## src/design/dio_pkg.sv

```systemverilog
/*
 Constants, types and helpers shared by the discrete I/O handshake block.
 Assumes a 100 MHz core clock; all hold times are counted in 1 ms ticks.
*/
// Functional notes
// - Five query commands each return one record.
// - Query without record answers C, 99, NO.
// - Errors send numbered message; 8 means no program.
// - Reset held over 300 ms aborts, raises cancel.
// - Start ignored unless enable held continuously.
// - Start counts only when held over 100 ms.
// - Function hold: 2 s pincer test, 4 s program.
// - Pincer test input returns to function display.
// - Program number is weighted sum of seven bits.
// - Busy during startup and during closure.
// - System error only for the listed errors.
// - Ready only when closure can be started.
// - Output test drives all six outputs high.
// - Version display drives busy only.
package dio_pkg;
    localparam int CLK_PERIOD_NS = 10;
    localparam int MS_NS         = 1000000;
    localparam int MS_CYCLES_DEF = (MS_NS + CLK_PERIOD_NS - 1) / CLK_PERIOD_NS;

    localparam int          HOLD_W         = 13;
    localparam logic [12:0] START_HOLD_MS  = 13'h0064;
    localparam logic [12:0] RESET_HOLD_MS  = 13'h012C;
    localparam logic [12:0] FN_SHORT_MS    = 13'h05DC;
    localparam logic [12:0] FN_LONG_MS     = 13'h0BB8;
    localparam logic [12:0] HOLD_SAT       = 13'h1FFF;
    localparam logic [3:0]  DEBOUNCE_MS    = 4'h5;
    localparam logic [15:0] TEST_MS        = 16'h03E8;
    localparam logic [15:0] VERSION_MS     = 16'h07D0;

    localparam int IN_RESET  = 0;
    localparam int IN_ENABLE = 1;
    localparam int IN_FUNC   = 2;
    localparam int IN_START  = 3;
    localparam int IN_PTEST  = 4;
    localparam int IN_N      = 5;

    localparam logic [7:0] ERR_NO_APN       = 8'h08;
    localparam logic [7:0] ERR_RESET_CANCEL = 8'h13;
    localparam logic [7:0] ERR_NO_DATA      = 8'h63;
    localparam logic [7:0] ERR_NONE         = 8'h00;

    localparam logic [7:0] REG_CTRL     = 8'h00;
    localparam logic [7:0] REG_STATUS   = 8'h04;
    localparam logic [7:0] REG_IRQ_STAT = 8'h08;
    localparam logic [7:0] REG_IRQ_MASK = 8'h0C;
    localparam logic [7:0] REG_PROG     = 8'h10;
    localparam logic [7:0] REG_ERR      = 8'h14;

    localparam int IRQ_W       = 6;
    localparam int IRQ_START   = 0;
    localparam int IRQ_RCANCEL = 1;
    localparam int IRQ_PTREQ   = 2;
    localparam int IRQ_PROGREQ = 3;
    localparam int IRQ_ERR     = 4;
    localparam int IRQ_QUERY   = 5;

    typedef enum logic [2:0] {Q_HOLDER, Q_DETECT, Q_CONTACT, Q_CLOSURE, Q_VERIFY} dio_query_t;
    typedef enum logic [1:0] {PH_TEST, PH_VERSION, PH_RUN} dio_phase_t;

    function automatic logic dio_is_sys_err(input logic [7:0] num);
        dio_is_sys_err = (num >= 8'h01 && num <= 8'h03) || num == 8'h08 || num == 8'h0F ||
                         num == 8'h10 || (num >= 8'h13 && num <= 8'h15) || num == 8'h17;
    endfunction : dio_is_sys_err

    function automatic logic [6:0] dio_weight_sum(input logic [6:0] bits);
        logic [6:0] acc;
        acc = 7'h00;
        for (int i = 0; i < 7; i++) begin
            if (bits[i]) acc = acc + 7'(1 << i);
        end
        dio_weight_sum = acc;
    endfunction : dio_weight_sum
endpackage : dio_pkg

```

## src/design/dio_qual_if.sv

```systemverilog
/*
 Carrier between the top block and one input qualifier.
 Assumes the ms tick is a one-cycle pulse from the top block.
*/
`timescale 1ns/1ns
interface dio_qual_if;
    logic        ms_tick;
    logic        gate;
    logic        raw;
    logic        level;
    logic        rose;
    logic        fell;
    logic [12:0] hold_ms;
    modport qual (input ms_tick, input gate, input raw, output level, output rose, output fell, output hold_ms);
    modport user (output ms_tick, output gate, output raw, input level, input rose, input fell, input hold_ms);
endinterface : dio_qual_if

```

## src/design/dio_top.sv

```systemverilog
/*
 Discrete I/O handshake: qualifies the customer inputs, drives the six status
 outputs, answers record queries and reports errors.
 Assumes process core supplies closure/pincer state, result and error numbers.
*/
`timescale 1ns/1ns
module dio_top #(
    parameter int MS_CYCLES = dio_pkg::MS_CYCLES_DEF
) (
    input  wire logic               core_clk,
    input  wire logic               rst_n,
    input  wire logic               in_reset,
    input  wire logic               in_enable,
    input  wire logic               in_function,
    input  wire logic               in_start,
    input  wire logic               in_pincer_test,
    input  wire logic [6:0]         in_prog_bits,
    input  wire logic               closure_active,
    input  wire logic               pincer_test_active,
    input  wire logic               closure_done,
    input  wire logic               closure_ok,
    input  wire logic               proc_err_valid,
    input  wire logic [7:0]         proc_err_num,
    input  wire logic               query_valid,
    input  wire dio_pkg::dio_query_t query_sel,
    input  wire logic [4:0]         record_avail,
    input  wire logic [7:0]         reg_addr,
    input  wire logic [31:0]        reg_wdata,
    input  wire logic               reg_wr,
    input  wire logic               reg_rd,
    output logic [31:0]             reg_rdata,
    output logic                    irq,
    output logic                    out_busy,
    output logic                    out_sys_err,
    output logic                    out_pincer_test,
    output logic                    out_ready,
    output logic                    out_ok,
    output logic                    out_no,
    output logic                    start_pulse,
    output logic                    abort_pulse,
    output logic                    pincer_test_req,
    output logic                    program_req,
    output logic                    routine_ack,
    output logic                    fn_display,
    output logic                    resp_valid,
    output logic [2:0]              resp_sel,
    output logic                    resp_error,
    output logic                    resp_status_no,
    output logic [7:0]              resp_err_num,
    output logic                    err_msg_valid,
    output logic [7:0]              err_msg_num,
    output logic [6:0]              program_number
);
    import dio_pkg::*;

    dio_qual_if qif[IN_N] ();
    logic [IN_N-1:0] raw_vec;
    logic [16:0]     tick_cnt;
    logic            ms_tick;
    dio_phase_t      phase;
    logic [15:0]     phase_ms;
    logic            closure_en;
    logic [IRQ_W-1:0] irq_stat;
    logic [IRQ_W-1:0] irq_mask;
    logic [IRQ_W-1:0] irq_set;
    logic [7:0]      active_err;
    logic            start_seen;
    logic            reset_seen;
    logic            res_ok;
    logic            res_no;
    logic            run;
    logic            enable_lvl;
    logic            start_acc;
    logic            reset_acc;
    logic            fn_short;
    logic            fn_long;
    logic            can_start;
    logic            running;

    assign raw_vec = {in_pincer_test, in_start, in_function, in_enable, in_reset};

    // Start hold only accumulates while enable stays up; a drop restarts it
    for (genvar g = 0; g < IN_N; g++) begin : g_in
        assign qif[g].raw     = raw_vec[g];
        assign qif[g].ms_tick = ms_tick;
        assign qif[g].gate    = (g == IN_START) ? qif[IN_ENABLE].level : 1'b1;
        dio_qual u_qual (
            .core_clk (core_clk),
            .rst_n    (rst_n),
            .q        (qif[g])
        );
    end

    assign enable_lvl = qif[IN_ENABLE].level;
    assign run        = (phase == PH_RUN);
    assign running    = closure_active || pincer_test_active;
    assign can_start  = closure_en && enable_lvl && !running && active_err == ERR_NONE &&
                        program_number != 7'h00;
    assign start_acc  = run && !start_seen && qif[IN_START].hold_ms > START_HOLD_MS;
    assign reset_acc  = run && !reset_seen && qif[IN_RESET].hold_ms > RESET_HOLD_MS;
    // Windows around the nominal 2 s and 4 s, judged on release
    assign fn_short   = run && qif[IN_FUNC].fell && qif[IN_FUNC].hold_ms >= FN_SHORT_MS &&
                        qif[IN_FUNC].hold_ms < FN_LONG_MS;
    assign fn_long    = run && qif[IN_FUNC].fell && qif[IN_FUNC].hold_ms >= FN_LONG_MS;

    // A 1 ms tick is the only timebase; long counts stay in ms, not cycles
    always_ff @(posedge core_clk or negedge rst_n) begin
        if (!rst_n) begin
            tick_cnt <= 17'h00000;
            ms_tick  <= 1'b0;
        end else begin
            ms_tick  <= (tick_cnt == 17'(MS_CYCLES - 1));
            tick_cnt <= (tick_cnt == 17'(MS_CYCLES - 1)) ? 17'h00000 : tick_cnt + 17'h00001;
        end
    end

    // Power-up: output test, then version display, then normal running
    always_ff @(posedge core_clk or negedge rst_n) begin
        if (!rst_n) begin
            phase    <= PH_TEST;
            phase_ms <= 16'h0000;
        end else if (ms_tick && phase != PH_RUN) begin
            case (phase)
                PH_TEST: begin
                    phase_ms <= (phase_ms == TEST_MS) ? 16'h0000 : phase_ms + 16'h0001;
                    if (phase_ms == TEST_MS) phase <= PH_VERSION;
                end
                PH_VERSION: begin
                    phase_ms <= phase_ms + 16'h0001;
                    if (phase_ms == VERSION_MS) phase <= PH_RUN;
                end
                default: phase <= PH_RUN;
            endcase
        end
    end

    // One acceptance per press; the flag re-arms when the input drops
    always_ff @(posedge core_clk or negedge rst_n) begin
        if (!rst_n) begin
            start_seen <= 1'b0;
            reset_seen <= 1'b0;
        end else begin
            start_seen <= qif[IN_START].hold_ms != 13'h0000 && (start_seen || start_acc);
            reset_seen <= qif[IN_RESET].hold_ms != 13'h0000 && (reset_seen || reset_acc);
        end
    end

    always_ff @(posedge core_clk or negedge rst_n) begin
        if (!rst_n) begin
            program_number <= 7'h00;
        end else begin
            program_number <= dio_weight_sum(in_prog_bits);
        end
    end

    always_ff @(posedge core_clk or negedge rst_n) begin
        if (!rst_n) begin
            start_pulse     <= 1'b0;
            abort_pulse     <= 1'b0;
            pincer_test_req <= 1'b0;
            program_req     <= 1'b0;
            routine_ack     <= 1'b0;
            fn_display      <= 1'b0;
        end else begin
            start_pulse     <= start_acc && can_start;
            abort_pulse     <= reset_acc && running;
            pincer_test_req <= fn_short && fn_display;
            program_req     <= fn_long && fn_display;
            routine_ack     <= fn_long && !fn_display;
            if (run && qif[IN_PTEST].rose) begin
                fn_display <= 1'b1;
            end else if ((fn_short || fn_long) && fn_display) begin
                fn_display <= 1'b0;
            end
        end
    end

    // Error source order: reset cancel, missing program, process core
    always_ff @(posedge core_clk or negedge rst_n) begin
        if (!rst_n) begin
            err_msg_valid <= 1'b0;
            err_msg_num   <= ERR_NONE;
            active_err    <= ERR_NONE;
        end else begin
            err_msg_valid <= 1'b0;
            if (reset_acc && running) begin
                err_msg_valid <= 1'b1;
                err_msg_num   <= ERR_RESET_CANCEL;
                active_err    <= ERR_RESET_CANCEL;
            end else if (start_acc && program_number == 7'h00) begin
                err_msg_valid <= 1'b1;
                err_msg_num   <= ERR_NO_APN;
                active_err    <= ERR_NO_APN;
            end else if (proc_err_valid) begin
                err_msg_valid <= 1'b1;
                err_msg_num   <= proc_err_num;
                active_err    <= proc_err_num;
            end else if (reset_acc) begin
                active_err    <= ERR_NONE;
            end
        end
    end

    always_ff @(posedge core_clk or negedge rst_n) begin
        if (!rst_n) begin
            resp_valid     <= 1'b0;
            resp_sel       <= 3'h0;
            resp_error     <= 1'b0;
            resp_status_no <= 1'b0;
            resp_err_num   <= ERR_NONE;
        end else begin
            resp_valid <= query_valid;
            if (query_valid) begin
                resp_sel       <= query_sel;
                resp_error     <= ~record_avail[query_sel];
                resp_status_no <= ~record_avail[query_sel];
                resp_err_num   <= record_avail[query_sel] ? ERR_NONE : ERR_NO_DATA;
            end
        end
    end

    always_ff @(posedge core_clk or negedge rst_n) begin
        if (!rst_n) begin
            res_ok <= 1'b0;
            res_no <= 1'b0;
        end else if (start_acc && can_start) begin
            res_ok <= 1'b0;
            res_no <= 1'b0;
        end else if (closure_done) begin
            res_ok <= closure_ok;
            res_no <= ~closure_ok;
        end
    end

    // Output matrix, registered so every pin comes from a flop
    always_ff @(posedge core_clk or negedge rst_n) begin
        if (!rst_n) begin
            out_busy        <= 1'b1;
            out_sys_err     <= 1'b1;
            out_pincer_test <= 1'b1;
            out_ready       <= 1'b1;
            out_ok          <= 1'b1;
            out_no          <= 1'b1;
        end else begin
            case (phase)
                PH_TEST: begin
                    {out_busy, out_sys_err, out_pincer_test} <= 3'h7;
                    {out_ready, out_ok, out_no}              <= 3'h7;
                end
                PH_VERSION: begin
                    {out_busy, out_sys_err, out_pincer_test} <= 3'h4;
                    {out_ready, out_ok, out_no}              <= 3'h0;
                end
                default: begin
                    out_busy        <= closure_active;
                    out_sys_err     <= dio_is_sys_err(active_err);
                    out_pincer_test <= pincer_test_active;
                    out_ready       <= can_start;
                    out_ok          <= res_ok;
                    out_no          <= res_no;
                end
            endcase
        end
    end

    // Register slave; status bits are write-one-to-clear and a new event wins
    assign irq_set = {query_valid, err_msg_valid, program_req, pincer_test_req,
                      abort_pulse, start_pulse};

    always_ff @(posedge core_clk or negedge rst_n) begin
        if (!rst_n) begin
            closure_en <= 1'b0;
            irq_mask   <= '0;
            irq_stat   <= '0;
        end else begin
            if (reg_wr && reg_addr == REG_CTRL) closure_en <= reg_wdata[0];
            if (reg_wr && reg_addr == REG_IRQ_MASK) irq_mask <= reg_wdata[IRQ_W-1:0];
            irq_stat <= (irq_stat & ~((reg_wr && reg_addr == REG_IRQ_STAT) ?
                        reg_wdata[IRQ_W-1:0] : '0)) | irq_set;
        end
    end

    always_ff @(posedge core_clk or negedge rst_n) begin
        if (!rst_n) begin
            irq       <= 1'b0;
            reg_rdata <= 32'h00000000;
        end else begin
            irq       <= |(irq_stat & irq_mask);
            reg_rdata <= 32'h00000000;
            if (reg_rd) begin
                case (reg_addr)
                    REG_CTRL:     reg_rdata <= {31'h0, closure_en};
                    REG_STATUS:   reg_rdata <= {23'h0, phase, fn_display, can_start,
                                                qif[IN_PTEST].level, qif[IN_START].level,
                                                qif[IN_FUNC].level, enable_lvl, qif[IN_RESET].level};
                    REG_IRQ_STAT: reg_rdata <= {26'h0, irq_stat};
                    REG_IRQ_MASK: reg_rdata <= {26'h0, irq_mask};
                    REG_PROG:     reg_rdata <= {25'h0, program_number};
                    REG_ERR:      reg_rdata <= {24'h0, active_err};
                    default:      reg_rdata <= 32'h00000000;
                endcase
            end
        end
    end

    property p_test_all;
        @(posedge core_clk) disable iff (!rst_n)
        phase == PH_TEST |=> out_busy && out_sys_err && out_pincer_test && out_ready && out_ok && out_no;
    endproperty
    a_test_all: assert property (p_test_all) else $error("output test not all high");

    property p_version;
        @(posedge core_clk) disable iff (!rst_n)
        phase == PH_VERSION |=> out_busy && !out_sys_err && !out_pincer_test && !out_ready && !out_ok && !out_no;
    endproperty
    a_version: assert property (p_version) else $error("version phase outputs wrong");

    property p_busy;
        @(posedge core_clk) disable iff (!rst_n)
        run && closure_active |=> out_busy;
    endproperty
    a_busy: assert property (p_busy) else $error("busy low during closure");

    property p_sys_err;
        @(posedge core_clk) disable iff (!rst_n)
        run ##1 run |-> out_sys_err == dio_is_sys_err($past(active_err));
    endproperty
    a_sys_err: assert property (p_sys_err) else $error("system error mismatch");

    property p_ok_no;
        @(posedge core_clk) disable iff (!rst_n)
        phase == PH_RUN |=> !(out_ok && out_no);
    endproperty
    a_ok_no: assert property (p_ok_no) else $error("OK and NO together");

    property p_ready;
        @(posedge core_clk) disable iff (!rst_n)
        $rose(out_ready) && $past(run) |-> $past(closure_en && enable_lvl && !running);
    endproperty
    a_ready: assert property (p_ready) else $error("ready without start condition");

    property p_start;
        @(posedge core_clk) disable iff (!rst_n)
        start_pulse |-> $past(qif[IN_START].hold_ms) > START_HOLD_MS && $past(enable_lvl);
    endproperty
    a_start: assert property (p_start) else $error("start taken too early");

    property p_no_data;
        @(posedge core_clk) disable iff (!rst_n)
        query_valid && !record_avail[query_sel] |=> resp_valid && resp_error && resp_status_no &&
                                                   resp_err_num == ERR_NO_DATA;
    endproperty
    a_no_data: assert property (p_no_data) else $error("missing record reply wrong");

    property p_reset_cancel;
        @(posedge core_clk) disable iff (!rst_n)
        reset_acc && running |=> abort_pulse && err_msg_valid && err_msg_num == ERR_RESET_CANCEL;
    endproperty
    a_reset_cancel: assert property (p_reset_cancel) else $error("reset did not cancel");

    property p_no_apn;
        @(posedge core_clk) disable iff (!rst_n)
        start_acc && program_number == 7'h00 && !(reset_acc && running) |=> err_msg_valid &&
            err_msg_num == ERR_NO_APN && !start_pulse;
    endproperty
    a_no_apn: assert property (p_no_apn) else $error("missing program not reported");

    property p_prog;
        @(posedge core_clk) disable iff (!rst_n)
        1'b1 |=> program_number == dio_weight_sum($past(in_prog_bits));
    endproperty
    a_prog: assert property (p_prog) else $error("program number wrong");

    c_start: cover property (@(posedge core_clk) disable iff (!rst_n) start_pulse);
    c_abort: cover property (@(posedge core_clk) disable iff (!rst_n) abort_pulse);
    c_ptreq: cover property (@(posedge core_clk) disable iff (!rst_n) pincer_test_req);
    c_query: cover property (@(posedge core_clk) disable iff (!rst_n) resp_valid && !resp_error);
endmodule : dio_top

```

## src/design/dio_qual.sv

```systemverilog
/*
 One discrete input: two-flop synchroniser, ms debounce, hold-time counter.
 Assumes the input is slow against the 1 ms tick; the counter clears while gate is low.
*/
`timescale 1ns/1ns
module dio_qual (
    input wire logic   core_clk,
    input wire logic   rst_n,
    dio_qual_if.qual   q
);
    import dio_pkg::*;
    logic       sync1;
    logic       sync2;
    logic [3:0] deb_cnt;

    always_ff @(posedge core_clk or negedge rst_n) begin
        if (!rst_n) begin
            sync1 <= 1'b0;
            sync2 <= 1'b0;
        end else begin
            sync1 <= q.raw;
            sync2 <= sync1;
        end
    end

    // Level only moves after the synced value held steady for the debounce time
    always_ff @(posedge core_clk or negedge rst_n) begin
        if (!rst_n) begin
            deb_cnt <= 4'h0;
            q.level <= 1'b0;
            q.rose  <= 1'b0;
            q.fell  <= 1'b0;
        end else begin
            q.rose <= 1'b0;
            q.fell <= 1'b0;
            if (sync2 == q.level) begin
                deb_cnt <= 4'h0;
            end else if (q.ms_tick) begin
                if (deb_cnt == DEBOUNCE_MS) begin
                    deb_cnt <= 4'h0;
                    q.level <= sync2;
                    q.rose  <= sync2;
                    q.fell  <= ~sync2;
                end else begin
                    deb_cnt <= deb_cnt + 4'h1;
                end
            end
        end
    end

    // Hold value survives the fall cycle so the user can judge the length
    always_ff @(posedge core_clk or negedge rst_n) begin
        if (!rst_n) begin
            q.hold_ms <= 13'h0000;
        end else if (!q.level || !q.gate) begin
            q.hold_ms <= 13'h0000;
        end else if (q.ms_tick && q.hold_ms != HOLD_SAT) begin
            q.hold_ms <= q.hold_ms + 13'h0001;
        end
    end
endmodule : dio_qual

```

## config.mk

```make
export PLATFORM = sky130hd
export DESIGN_NAME = dio_top
export DESIGN_NICKNAME = d
export VERILOG_FILES = /design/src/design/dio_pkg.sv /design/src/design/dio_qual_if.sv /design/src/design/dio_top.sv /design/src/design/dio_qual.sv
export SDC_FILE = /design/constraint.sdc
export NUM_CORES = 1
export LEC_CHECK = 0
export BUFFER_PORTS_ARGS = -buffer_cell sky130_fd_sc_hd__buf_2
export CAP_MARGIN = 40
export CORE_UTILIZATION = 35
export CTS_CLUSTER_DIAMETER = 80
export DETAILED_ROUTE_END_ITERATION = 7
export PLACE_DENSITY_LB_ADDON = 0.12
export SLEW_MARGIN = 20
export SYNTH_ARGS = -nofsm -noshare
export SYNTH_HDL_FRONTEND = slang
export SYNTH_SLANG_ARGS = --single-unit
```

## constraint.sdc

```tcl
create_clock -name core_clk -period 1.7 [get_ports core_clk]
set_input_delay 0.17 -clock core_clk [delete_from_list [all_inputs] [get_ports core_clk]]
set_output_delay 0.17 -clock core_clk [all_outputs]
set_load 0.02 [all_outputs]
```

==> key figures, run 1 <==
Outcome
  • Status: finished, violations left
  • Violated checks: setup timing

Route
  • Drt wl/cell: about 15 µm
  • DR vias: slightly above 7000
  • Pre-antenna DRT Iters: 5
  • Via/cell ratio: roughly 5
  • Antenna-violating nets left: 0
  • # DRC: 0
  • Drt first-iter violations: between 400 and 500
  • Final wirelength: approximately 22000 µm

Setup path
  • CP max FO: 5
  • Critical path class: flop to flop
  • Crit end category: flop
  • Slowest cell delay on critical path: 530 ps
  • Startpoint types: flop
  • CP bufs+invs: 0
  • Worst EP required: about 2000 ps
  • Crit path max-delay family: simple AND/OR/NAND/NOR gates
  • CP max stage cell: or4_4
  • CP arrival: between 2000 and 2500 ps
  • Critical path cell sequence: or4_4 -> nor3_4 -> a211oi_4 -> or3_1

Worst hold path
  • Worst min path class: primary input to flop

Cells and area
  • Final nets: around 1200
  • Ant. Diodes: 0
  • Layout cell share with drive strength beyond 1: approximately 30%
  • P&R area growth vs syn: 28.3%
  • Fin area: approximately 12000 µm²
  • Multi-input gate area: between 4000 and 5000 µm²
  • Storage element area: 4510 µm²
  • Layout filler cell count: between 2000 and 2500

Power and ir drop
  • Pwr Density: 791 nW/µm²
  • Power Total: 9210 µW
  • Max rail drop VDD: 0.602 mV
  • Lkg Pwr: approximately 0.0053 µW

Die
  • CORE AREA: 25300 µm²
  • Die area: approximately 27000 µm²
  • FP Rows: 58
  • Die Y: around 160 µm
  • I/O Pins: roughly 150
  • Die Wd: approximately 160 µm
  • Initial Util: a little over a third

Global routing
  • Total GRT Usage: 17.2%
  • Initial antenna violation count: 0
  • Vias in the first global route: ~7000
  • GRT Residual Overflow: 0
  • Global-route wire length before repair: 35900 µm
  • Largest net degree at the start of global routing: 50

Synth
  • Post-synth ARST share: 100%
  • Main synth FF type: dfrtp_1
  • Seq/Total Area, Yosys: 49.7%
  • Synth top area share: ~48%
  • Cell count after synthesis: ~860
  • Distinct cells, synth: 77
  • Synth Register Bits: 180
  • EDFF count, synth: 0
  • Synth Area per Inst: between 10 and 15 µm²
  • Ranking of synthesized cells by area: dfrtp_1 (48%), mux2i_1 (3.6%), nand2_1 (2.9%)
  • Mapped Area: 9070 µm²
  • Synthesis Warnings: 0
  • Area leader, netlist: dfrtp_1

Clocking
  • Reg clk slew, reported paths: approximately 70 ps
  • TritonCTS Buffers: 17
  • Number of H-tree levels: 4
  • TritonCTS clock tree: built
  • Sink Count: 180
  • Clock root cell: clkbuf_16
  • Skew-Pair Late Insertion Delay: 430 ps
  • Max clock buf depth: 2

STA
  • Final Worst Setup Slack: -12.9 ps
  • Final critical-path required period: about 1700 ps
  • Fmax: 0.584 GHz
  • Setup Skew: around 8.0 ps
  • Final Max Tran Viols: 0
  • Count of final setup violators: 1
  • Final period util: 101%
  • Final hold violation count: 0
  • Unrepaired setup endpoints after global routing: yes

Placement
  • Post-DP HPWL: around 16000 µm
  • # port buffers: 99
  • Place WS: -68.3 ps
  • GP Congestion: between 0.7 and 0.8
  • Placed cell area: roughly 11000 µm²

Run
  • Number of max-cap violations: 0
==> through the flow <==
| stage | setup TNS, ps | hold WS, ps | util (%) | cells |
|---|---|---|---|---|
| 4_1_cts | -34.0 | 0.152 | 45.4 | 1417 |
| 6_report | -12.9 | 14.1 | 46.0 | 1419 |
| 5_1_grt | -786 | 13.7 | 46.0 | 1419 |
| 2_1_floorplan | -9.95 | -126 | - | 885 |
| 3_3_place_gp | -493 | 166 | 41.8 | 1358 |
| 3_5_place_dp | -775 | 165 | 41.8 | 1358 |
==> report_power, final <==
part,switching [µW],leakage [µW],total (µW),internal [µW]
logic,387,0.00265,646,259
clock network,1900,0.000302,4140,2240
registers,66.9,0.00237,4430,4360
==> layout by cell type, fill, tap and decap left out, types with 17 or more instances in the layout <==
cell / n
dfrtp_1: 172
buf_4: 104
buf_2: 98
nand2_1: 69
nand3_1: 44
nor2_1: 42
mux2i_1: 33
o21ai_0: 28
conb_1: 27
dlygate4sd3_1: 24
nand4_1: 23
a21oi_1: 23
inv_1: 21
xnor2_1: 21
nor3_1: 19
xor2_1: 17
clkbuf_16: 17
==> logic make-up (layout without fill, tap and decap cells) <==
family / count (synthesis) / after routing / synth area share (%)
AOI/OAI and AO/OA: 152 / 152 / 11.7
xor gates and xnor gates: 38 / 38 / 3.67
adders and majority gates: 19 / 19 / 2.62
buffers and inverters: 89 / 292 / 5.43
DFF: 180 / 180 / 49.7
muxes: 52 / 52 / 6.49
other: 1 / 27 / 0.0413
and+or+nand+nor: 328 / 329 / 20.3
==> final timing paths <==
| check | from | to | slack [ps] | cells past startpoint |
|---|---|---|---|---|
| max | g_in[3].u_qual.q.hold_ms[8]$_DFFE_PN0P_ | err_msg_valid$_DFF_PN0_ | -10 | 4 |
| min | query_sel[0] | resp_sel[0]$_DFFE_PN0P_ | 10 | 2 |
| max reg2reg | g_in[3].u_qual.q.hold_ms[8]$_DFFE_PN0P_ | err_msg_valid$_DFF_PN0_ | -10 | 4 |
| min reg2reg | g_in[4].u_qual.sync1$_DFF_PN0_ | g_in[4].u_qual.sync2$_DFF_PN0_ | 350 | 0 |
| max in group asynchronous | rst_n | out_sys_err$_DFF_PN1_ | 870 | 3 |
| min in group asynchronous | rst_n | phase_ms[11]$_DFFE_PN0P_ | 260 | 2 |
==> cells in the mapped netlist, drive strengths merged (7+ instances only) <==
master  count
and4       10
or3        10
nor3       26
clkbuf     16
o22ai       9
nor4        9
xor2       17
o21ai      28
nand2      71
and3       14
nand2b     16
a22oi       9
inv        24
and2       13
nand3      45
a31oi       7
buf        49
nand4      24
ha         19
nor2       43
o21bai      7
a21oi      29
a211oi      8
mux2       17
mux2i      33
nor3b       8
or2         7
a21o       16
xnor2      21
dfrtp     174
or4         7
==> cell type report <==
type | instances | area share (%)
Sequential cell | 180 | 38.8
Multi-Input combinational cell | 617 | 37.2
Timing Repair Buffer | 236 | 14.5
Clock buffer | 17 | 3.65
Tap cell | 330 | 3.55
Clock inverter | 15 | 1.59
Inverter | 24 | 0.774
==> worst reg2reg max path, stage by stage, from the launching register on <==
cell	delay (ps)
dfrtp_1	390
or4_4	530
nor3_4	210
a211oi_4	130
or3_1	330
==> layer usage <==
layer / vias to the layer above / wire length, µm / global-route usage [%]
met5: - / 0 / 0
met4: 0 / 148 / 3.78
met3: 10 / 784 / 3.33
met2: 141 / 10300 / 28.3
met1: 3418 / 10400 / 23.4
li1: 3491 / - / -
==> sequential cells by signal, indices dropped and copies added, names as in the netlist, 2 cells and up <==
name	flops
g_in.u_qual.q.hold_ms	39
g_in.u_qual.deb_cnt	20
tick_cnt	17
phase_ms	16
reg_rdata	9
active_err	8
err_msg_num	8
program_number	7
irq_mask	6
irq_stat	6
g_in.u_qual.q.level	5
g_in.u_qual.sync1	5
g_in.u_qual.sync2	5
resp_sel	3
phase	2
==> what timing repair did <==
action	CTS	global route
setup buffers	2	2
gates resized for setup	5	38
gates cloned	1	0
hold buffers	24	0
endpoints found under the setup margin	24	72
endpoints found under the hold margin	59	0
pin swaps	2	12
Note: power is estimated with default switching activity, not from simulation.
==> run 2: changes to the inputs <==
--- a/config.mk
+++ b/config.mk
@@ -5,6 +5,7 @@
 export SDC_FILE = /design/constraint.sdc
 export NUM_CORES = 1
 export LEC_CHECK = 0
+export ABC_AREA = 1
 export BUFFER_PORTS_ARGS = -buffer_cell sky130_fd_sc_hd__buf_2
 export CAP_MARGIN = 40
 export CORE_UTILIZATION = 35
==> key figures, run 2 <==
Cells and area
  • Layout cell share with drive strength beyond 1: a little over a fifth
  • Fin area: 11700 µm²
  • Max reg flops: 39
  • Commonest non-fill, non-tap cells in the layout: nand2_1 (217), dfrtp_1 (173), inv_1 (144), nor2_1 (111), buf_2 (98)
  • P&R area growth vs syn: 21.5%
  • Biggest register: g_in.u_qual.q.hold_ms
  • Ant. Diodes: 0
  • Final nets: between 1000 and 1500
  • Non-filler cells, final: 1666
  • Biggest regs: g_in.u_qual.q.hold_ms x39, g_in.u_qual.deb_cnt x20, tick_cnt x17
  • Layout filler cell count: between 2000 and 3000
  • Most common cell after layout, fill and taps aside: nand2_1

Power and ir drop
  • Combinational cell fraction of total power: 6.8%
  • Sequential group share of total power: between 40% and 50%
  • Int Pwr: around 6600 µW
  • Max rail drop VDD: 0.621 mV
  • Sw power: approximately 2500 µW
  • Lkg Pwr: about 0.0055 µW
  • Switching share of total power: a little over a quarter
  • Pwr Density: about 780 nW/µm²
  • Clock power frac: roughly 44%

Die
  • CORE AREA: ~27000 µm²
  • I/O Pins: 153
  • Die Y: 168 µm
  • FP Rows: 60
  • Initial Util: between 30% and 40%
  • Die area: 28100 µm²
  • Die Wd: approximately 170 µm

STA
  • Hold slack: 13.7 ps
  • Final period util: 93.9%
  • Final setup TNS: 0 ps
  • Fmax: roughly 0.63 GHz
  • Final Max Tran Viols: 0
  • Unrepaired setup endpoints after global routing: yes
  • Count of final setup violators: 0
  • Final hold violation count: 0
  • Final critical-path required period: 1600 ps
  • Setup Skew: around 20 ps

Clocking
  • Sink Count: 180
  • Number of H-tree levels: 4
  • Skew-Pair Late Insertion Delay: 450 ps
  • TritonCTS clock tree: built
  • Clock root cell: clkbuf_16
  • Reg clk slew, reported paths: roughly 90 ps
  • TritonCTS Buffers: 17
  • Max clock buf depth: 2

Global routing
  • Initial antenna violation count: 0
  • Largest net degree at the start of global routing: between 40 and 50
  • Vias in the first global route: about 8000
  • Total GRT Usage: about 18%
  • GRT Residual Overflow: 0
  • Global-route wire length before repair: approximately 40000 µm

Route
  • Drt first-iter violations: ~500
  • Pre-antenna DRT Iters: 5
  • Antenna-violating nets left: 0
  • # DRC: 0
  • Via/cell ratio: 4.76
  • Final wirelength: approximately 24000 µm
  • Drt wl/cell: 14.4 µm
  • DR vias: 7923

Placement
  • Placed insts: between 1500 and 2000
  • GP Congestion: 0.835
  • Post-DP HPWL: roughly 18000 µm
  • # port buffers: 99
  • Placed cell area: 10700 µm²

Setup path
  • Reg2reg path depth: 9
  • Critical path cell sequence: ha_4 -> nand3_4 -> nor2_4 -> nand2_2 -> nor2_4 -> nand2_2 -> nor2_4 -> nand2_1 -> xor2_1
  • Critical R2R Capture: tick_cnt[14]$_DFF_PN0_
  • Crit end category: flop
  • CP max stage cell: dfrtp_1
  • Slowest cell delay on critical path: a little over 400 ps
  • Crit path capture: tick_cnt[14]$_DFF_PN0_
  • Worst EP required: 2030 ps
  • Most used cell along the critical path: nor2_4
  • Crit path launch: tick_cnt[0]$_DFF_PN0_
  • Startpoint types: flop
  • CP arrival: between 1500 and 2000 ps
  • Critical path class: flop to flop
  • CP max FO: 4
  • Worst r2r src: tick_cnt[0]$_DFF_PN0_
  • Flop2flop setup slack: 100 ps

Outcome
  • Status: finished, final reports clean

Synth
  • Cell count after synthesis: ~1100
  • Commonest cells in the netlist: nand2_1 (219), dfrtp_1 (174), inv_1 (145)
  • Mapped Area: ~9600 µm²
  • Seq/Total Area, Yosys: 47.0%
  • EDFF count, synth: 0
  • Distinct cells, synth: 47
  • Synthesis Warnings: 0
  • Post-synth ARST share: 100%
  • Ranking of synthesized cells by area: dfrtp_1 (45%), nand2_1 (8.6%), inv_1 (5.7%)
  • Synth Area per Inst: 8.39 µm²
  • Synth top area share: a little under half
  • Most common cell in the synthesized netlist: nand2_1
  • Synth Register Bits: 180
  • Main synth FF type: dfrtp_1
  • Area leader, netlist: dfrtp_1

Run
  • Number of max-cap violations: 0

Worst hold path
  • Worst min path class: primary input to flop
## run 2: routing by layer
layer / wire [µm] / track usage, % / vias to the layer above
met2: 11200 / 28.6 / 119
met3: 805 / 3.52 / 31
met1: 11500 / 23.9 / 3746
met5: 0 / 0 / -
met4: 481 / 5.38 / 0
li1: - / - / 4027
## run 2: worst min path at each step
stage	from	end	slack, ps	depth (start not counted)
floorplan	rst_n	abort_pulse$_DFF_PN0_	-130	0
global placement	rst_n	phase_ms[12]$_DFFE_PN0P_	140	1
detailed placement	rst_n	phase_ms[12]$_DFFE_PN0P_	150	1
CTS	proc_err_num[6]	active_err[6]$_DFFE_PN0P_	10	3
global route	reg_wdata[5]	irq_mask[5]$_DFFE_PN0P_	20	3
finish	reg_wdata[5]	irq_mask[5]$_DFFE_PN0P_	10	3
## run 2: metrics by stage
stage	total power, µW	util, %	setup WS [ps]
final	9040	43.3	103
after global routing	9420	43.3	-15.7
after CTS	9170	42.6	40.6
after detailed placement	5110	39.6	60.9
after global placement	5100	39.6	71.0
after floorplan	4850	-	208
## run 2: logic make-up after synthesis
group	after synthesis	synth area share, %
xor gates and xnor gates	45	4.11
muxes	1	0.104
and+or+nand+nor	563	28.0
AOI/OAI and AO/OA	125	8.23
adders and majority gates	19	2.48
DFF	180	47.0
buffers and inverters	209	10.0
other	1	0.0391
## run 2: cell type report
class | instances | area (µm²) | share of cell area [%]
flip-flops and latches | 180 | 4510 | 38.7
multi-input cells | 780 | 4330 | 37.2
repair buffers | 171 | 1180 | 10.1
inverters | 162 | 616 | 5.28
well taps | 341 | 427 | 3.66
clock buffers | 17 | 425 | 3.65
clock inverters | 15 | 165 | 1.42
## run 2: worst max-delay path, delay by kind of cell (launching register included)
family	cells	cell delay, ps
AND/OR/NAND/NOR	7	760
flip-flops	1	410
adder cells (fa/ha/maj)	1	170
XOR/XNOR	1	140
## run 2: timing repair
action,in CTS,in global routing
buffers inserted,0,4
endpoints found under the hold margin,58,0
resized for setup,0,26
hold buffers,22,0
setup endpoints to repair,0,35
## run 2: power by group through the flow
stage	Combinational, µW	Clock (µW)	Sequential [µW]
5_1_grt	685	4280	4450
2_1_floorplan	295	0	4560
4_1_cts	627	4110	4440
3_5_place_dp	585	0	4520
6_report	615	3980	4440
3_3_place_gp	583	0	4520
==> run 3: changes to the inputs <==
--- a/config.mk
+++ b/config.mk
@@ -6,6 +6,7 @@
 export NUM_CORES = 1
 export LEC_CHECK = 0
 export ABC_AREA = 1
+export ABC_CLOCK_PERIOD_IN_PS = 1700
 export BUFFER_PORTS_ARGS = -buffer_cell sky130_fd_sc_hd__buf_2
 export CAP_MARGIN = 40
 export CORE_UTILIZATION = 35
@@ -15,4 +16,5 @@
 export SLEW_MARGIN = 20
 export SYNTH_ARGS = -nofsm -noshare
 export SYNTH_HDL_FRONTEND = slang
+export SYNTH_HIERARCHICAL = 1
 export SYNTH_SLANG_ARGS = --single-unit
==> key figures, run 3 <==
Setup path
  • CP max FO: 7
  • CP arrival: between 1500 and 2000 ps
  • CP bufs+invs: 0
  • Critical path class: flop to flop
  • Slowest cell delay on critical path: between 400 and 500 ps
  • Startpoint types: flop
  • Critical path cell sequence: ha_2 -> nand3_2 -> nor2_2 -> nand2_2 -> nand3_1 -> o21ai_0
  • Worst path depth: 6
  • Crit path max-delay family: simple AND/OR/NAND/NOR gates
  • Worst r2r src: g_in[0].u_qual/q.hold_ms[1]$_DFFE_PN0P_
  • Worst EP required: around 2000 ps
  • Crit path launch: g_in[0].u_qual/q.hold_ms[1]$_DFFE_PN0P_
  • Reg2reg path depth: 6
  • CP max stage cell: dfrtp_1
  • Crit end category: flop

Die
  • Die Wd: between 150 and 200 µm
  • I/O Pins: roughly 150
  • CORE AREA: 27000 µm²
  • Die Y: roughly 170 µm
  • FP Rows: 60
  • Die area: 28400 µm²
  • Initial Util: around 36%

Cells and area
  • Layout cell share with drive strength beyond 1: between 10% and 20%
  • Biggest regs: g_in.u_qual/q.hold_ms x39, g_in.u_qual/deb_cnt x20, tick_cnt x17
  • Biggest register: g_in.u_qual/q.hold_ms
  • Fin area: 11700 µm²
  • P&R area growth vs syn: 20.8%
  • Fin util: between 40% and 50%
  • Commonest non-fill, non-tap cells in the layout: nand2_1 (252), dfrtp_1 (174), inv_1 (138), nand3_1 (135), nor2_1 (113)
  • Max reg flops: 39
  • Most common cell after layout, fill and taps aside: nand2_1
  • Layout filler cell count: between 2000 and 3000
  • Final nets: approximately 1500

Placement
  • Post-DP HPWL: between 15000 and 20000 µm
  • GP Congestion: 0.818
  • Place WS: between 10 and 15 ps
  • Placed cell area: around 11000 µm²
  • # port buffers: between 90 and 100

Outcome
  • Status: finished, final reports clean

Route
  • Antenna-violating nets left: 0
  • Final wirelength: between 20000 and 25000 µm
  • Via/cell ratio: 4.77
  • Drt first-iter violations: 550
  • # DRC: 0
  • DR vias: 8287
  • Drt wl/cell: about 14 µm
  • Pre-antenna DRT Iters: 5

Clocking
  • TritonCTS Buffers: 17
  • Skew-Pair Late Insertion Delay: between 400 and 500 ps
  • Number of H-tree levels: 4
  • Clock root cell: clkbuf_16
  • Sink Count: 180
  • TritonCTS clock tree: built
  • Max clock buf depth: 2
  • Reg clk slew, reported paths: 70 ps

STA
  • Final setup TNS: 0 ps
  • Final hold violation count: 0
  • Final period util: 94.2%
  • Final critical-path required period: about 1600 ps
  • Unrepaired setup endpoints after global routing: yes
  • Final Worst Setup Slack: slightly below 100 ps
  • Setup Skew: 8.19 ps
  • Count of final setup violators: 0
  • Final Max Tran Viols: 0
  • Fmax: about 0.62 GHz

Power and ir drop
  • Sequential group share of total power: ~49%
  • Clock power frac: approximately 43%
  • Max rail drop VDD: between 0.6 and 0.7 mV
  • Lkg Pwr: slightly below 0.006 µW
  • Pwr Density: between 700 and 800 nW/µm²
  • Power Total: ~9000 µW
  • Switching share of total power: about a quarter
  • Combinational cell fraction of total power: about 7.4%
  • Sw power: roughly 2300 µW
  • Int Pwr: 6680 µW

Global routing
  • Initial antenna violation count: 1
  • GRT Residual Overflow: 0
  • Vias in the first global route: 7872
  • Largest net degree at the start of global routing: 48
  • Total GRT Usage: a little under a fifth
  • Global-route wire length before repair: slightly above 40000 µm

Synth
  • Synth Area per Inst: between 8 and 9 µm²
  • Synthesis Warnings: 6
  • Mapped Area: between 9000 and 10000 µm²
  • Cell count after synthesis: between 1000 and 1500

Worst hold path
  • Worst hold stages: 3
  • Worst min path class: primary input to flop
  • Min-delay src: query_sel[2]

Run
  • Number of max-cap violations: 0
run 3: layer usage:
| layer | share of wire [%] | routed length (µm) | vias to the layer above | track usage (%) |
|---|---|---|---|---|
| li1 | - | - | 4236 | - |
| met1 | 48 | 11800 | 3904 | 24.4 |
| met2 | 48 | 11800 | 132 | 30.2 |
| met3 | 3.2 | 783 | 15 | 3.39 |
| met4 | 0.94 | 231 | 0 | 4.74 |
| met5 | 0 | 0 | - | 0 |
run 3: layout make-up:
class	instances	area (µm²)	share of cell area, %
Sequential cell	180	4510	38.5
Multi-Input combinational cell	844	4370	37.3
Timing Repair Buffer	183	1240	10.6
Inverter	156	586	5.00
Clock buffer	19	443	3.78
Tap cell	341	427	3.64
Clock inverter	13	126	1.08
Antenna cell	1	2.50	0.0214
run 3: through the flow:
stage	std cells	hold WS, ps
5_1_grt	1736	14.1
6_report	1737	17.1
4_1_cts	1734	2.00
2_1_floorplan	1227	-126
3_3_place_gp	1681	116
3_5_place_dp	1681	116
run 3: timing repair:
| action | CTS | global route |
|---|---|---|
| hold buffers | 21 | 1 |
| resized for setup | 0 | 8 |
| setup endpoints to repair | 0 | 18 |
| buffers inserted | 0 | 1 |
| hold endpoints to repair | 51 | 1 |
run 3: final timing paths:
| check | slack [ps] | to |
|---|---|---|
| worst max-delay path | 100 | g_in[0].u_qual/q.hold_ms[10]$_DFFE_PN0P_ |
| worst min-delay path | 20 | resp_sel[2]$_DFFE_PN0P_ |
| worst max register to register | 100 | g_in[0].u_qual/q.hold_ms[10]$_DFFE_PN0P_ |
| worst min register to register | 350 | g_in[2].u_qual/sync2$_DFF_PN0_ |
| max in group asynchronous | 880 | out_sys_err$_DFF_PN1_ |
| min in group asynchronous | 200 | g_in[3].u_qual/q.hold_ms[9]$_DFFE_PN0P_ |
run 3: worst min-delay path: cells and delay by family:
family | cells | cell delay, ps
buf+inv | 2 | 160
compound gates | 1 | 70
run 3: power groups by stage:
stage	logic [µW]	registers, µW	clock network, µW
finish	660	4430	3880
global route	732	4430	4210
CTS	672	4430	4030
detailed placement	633	4510	0
global placement	631	4510	0
floorplan	292	4560	0
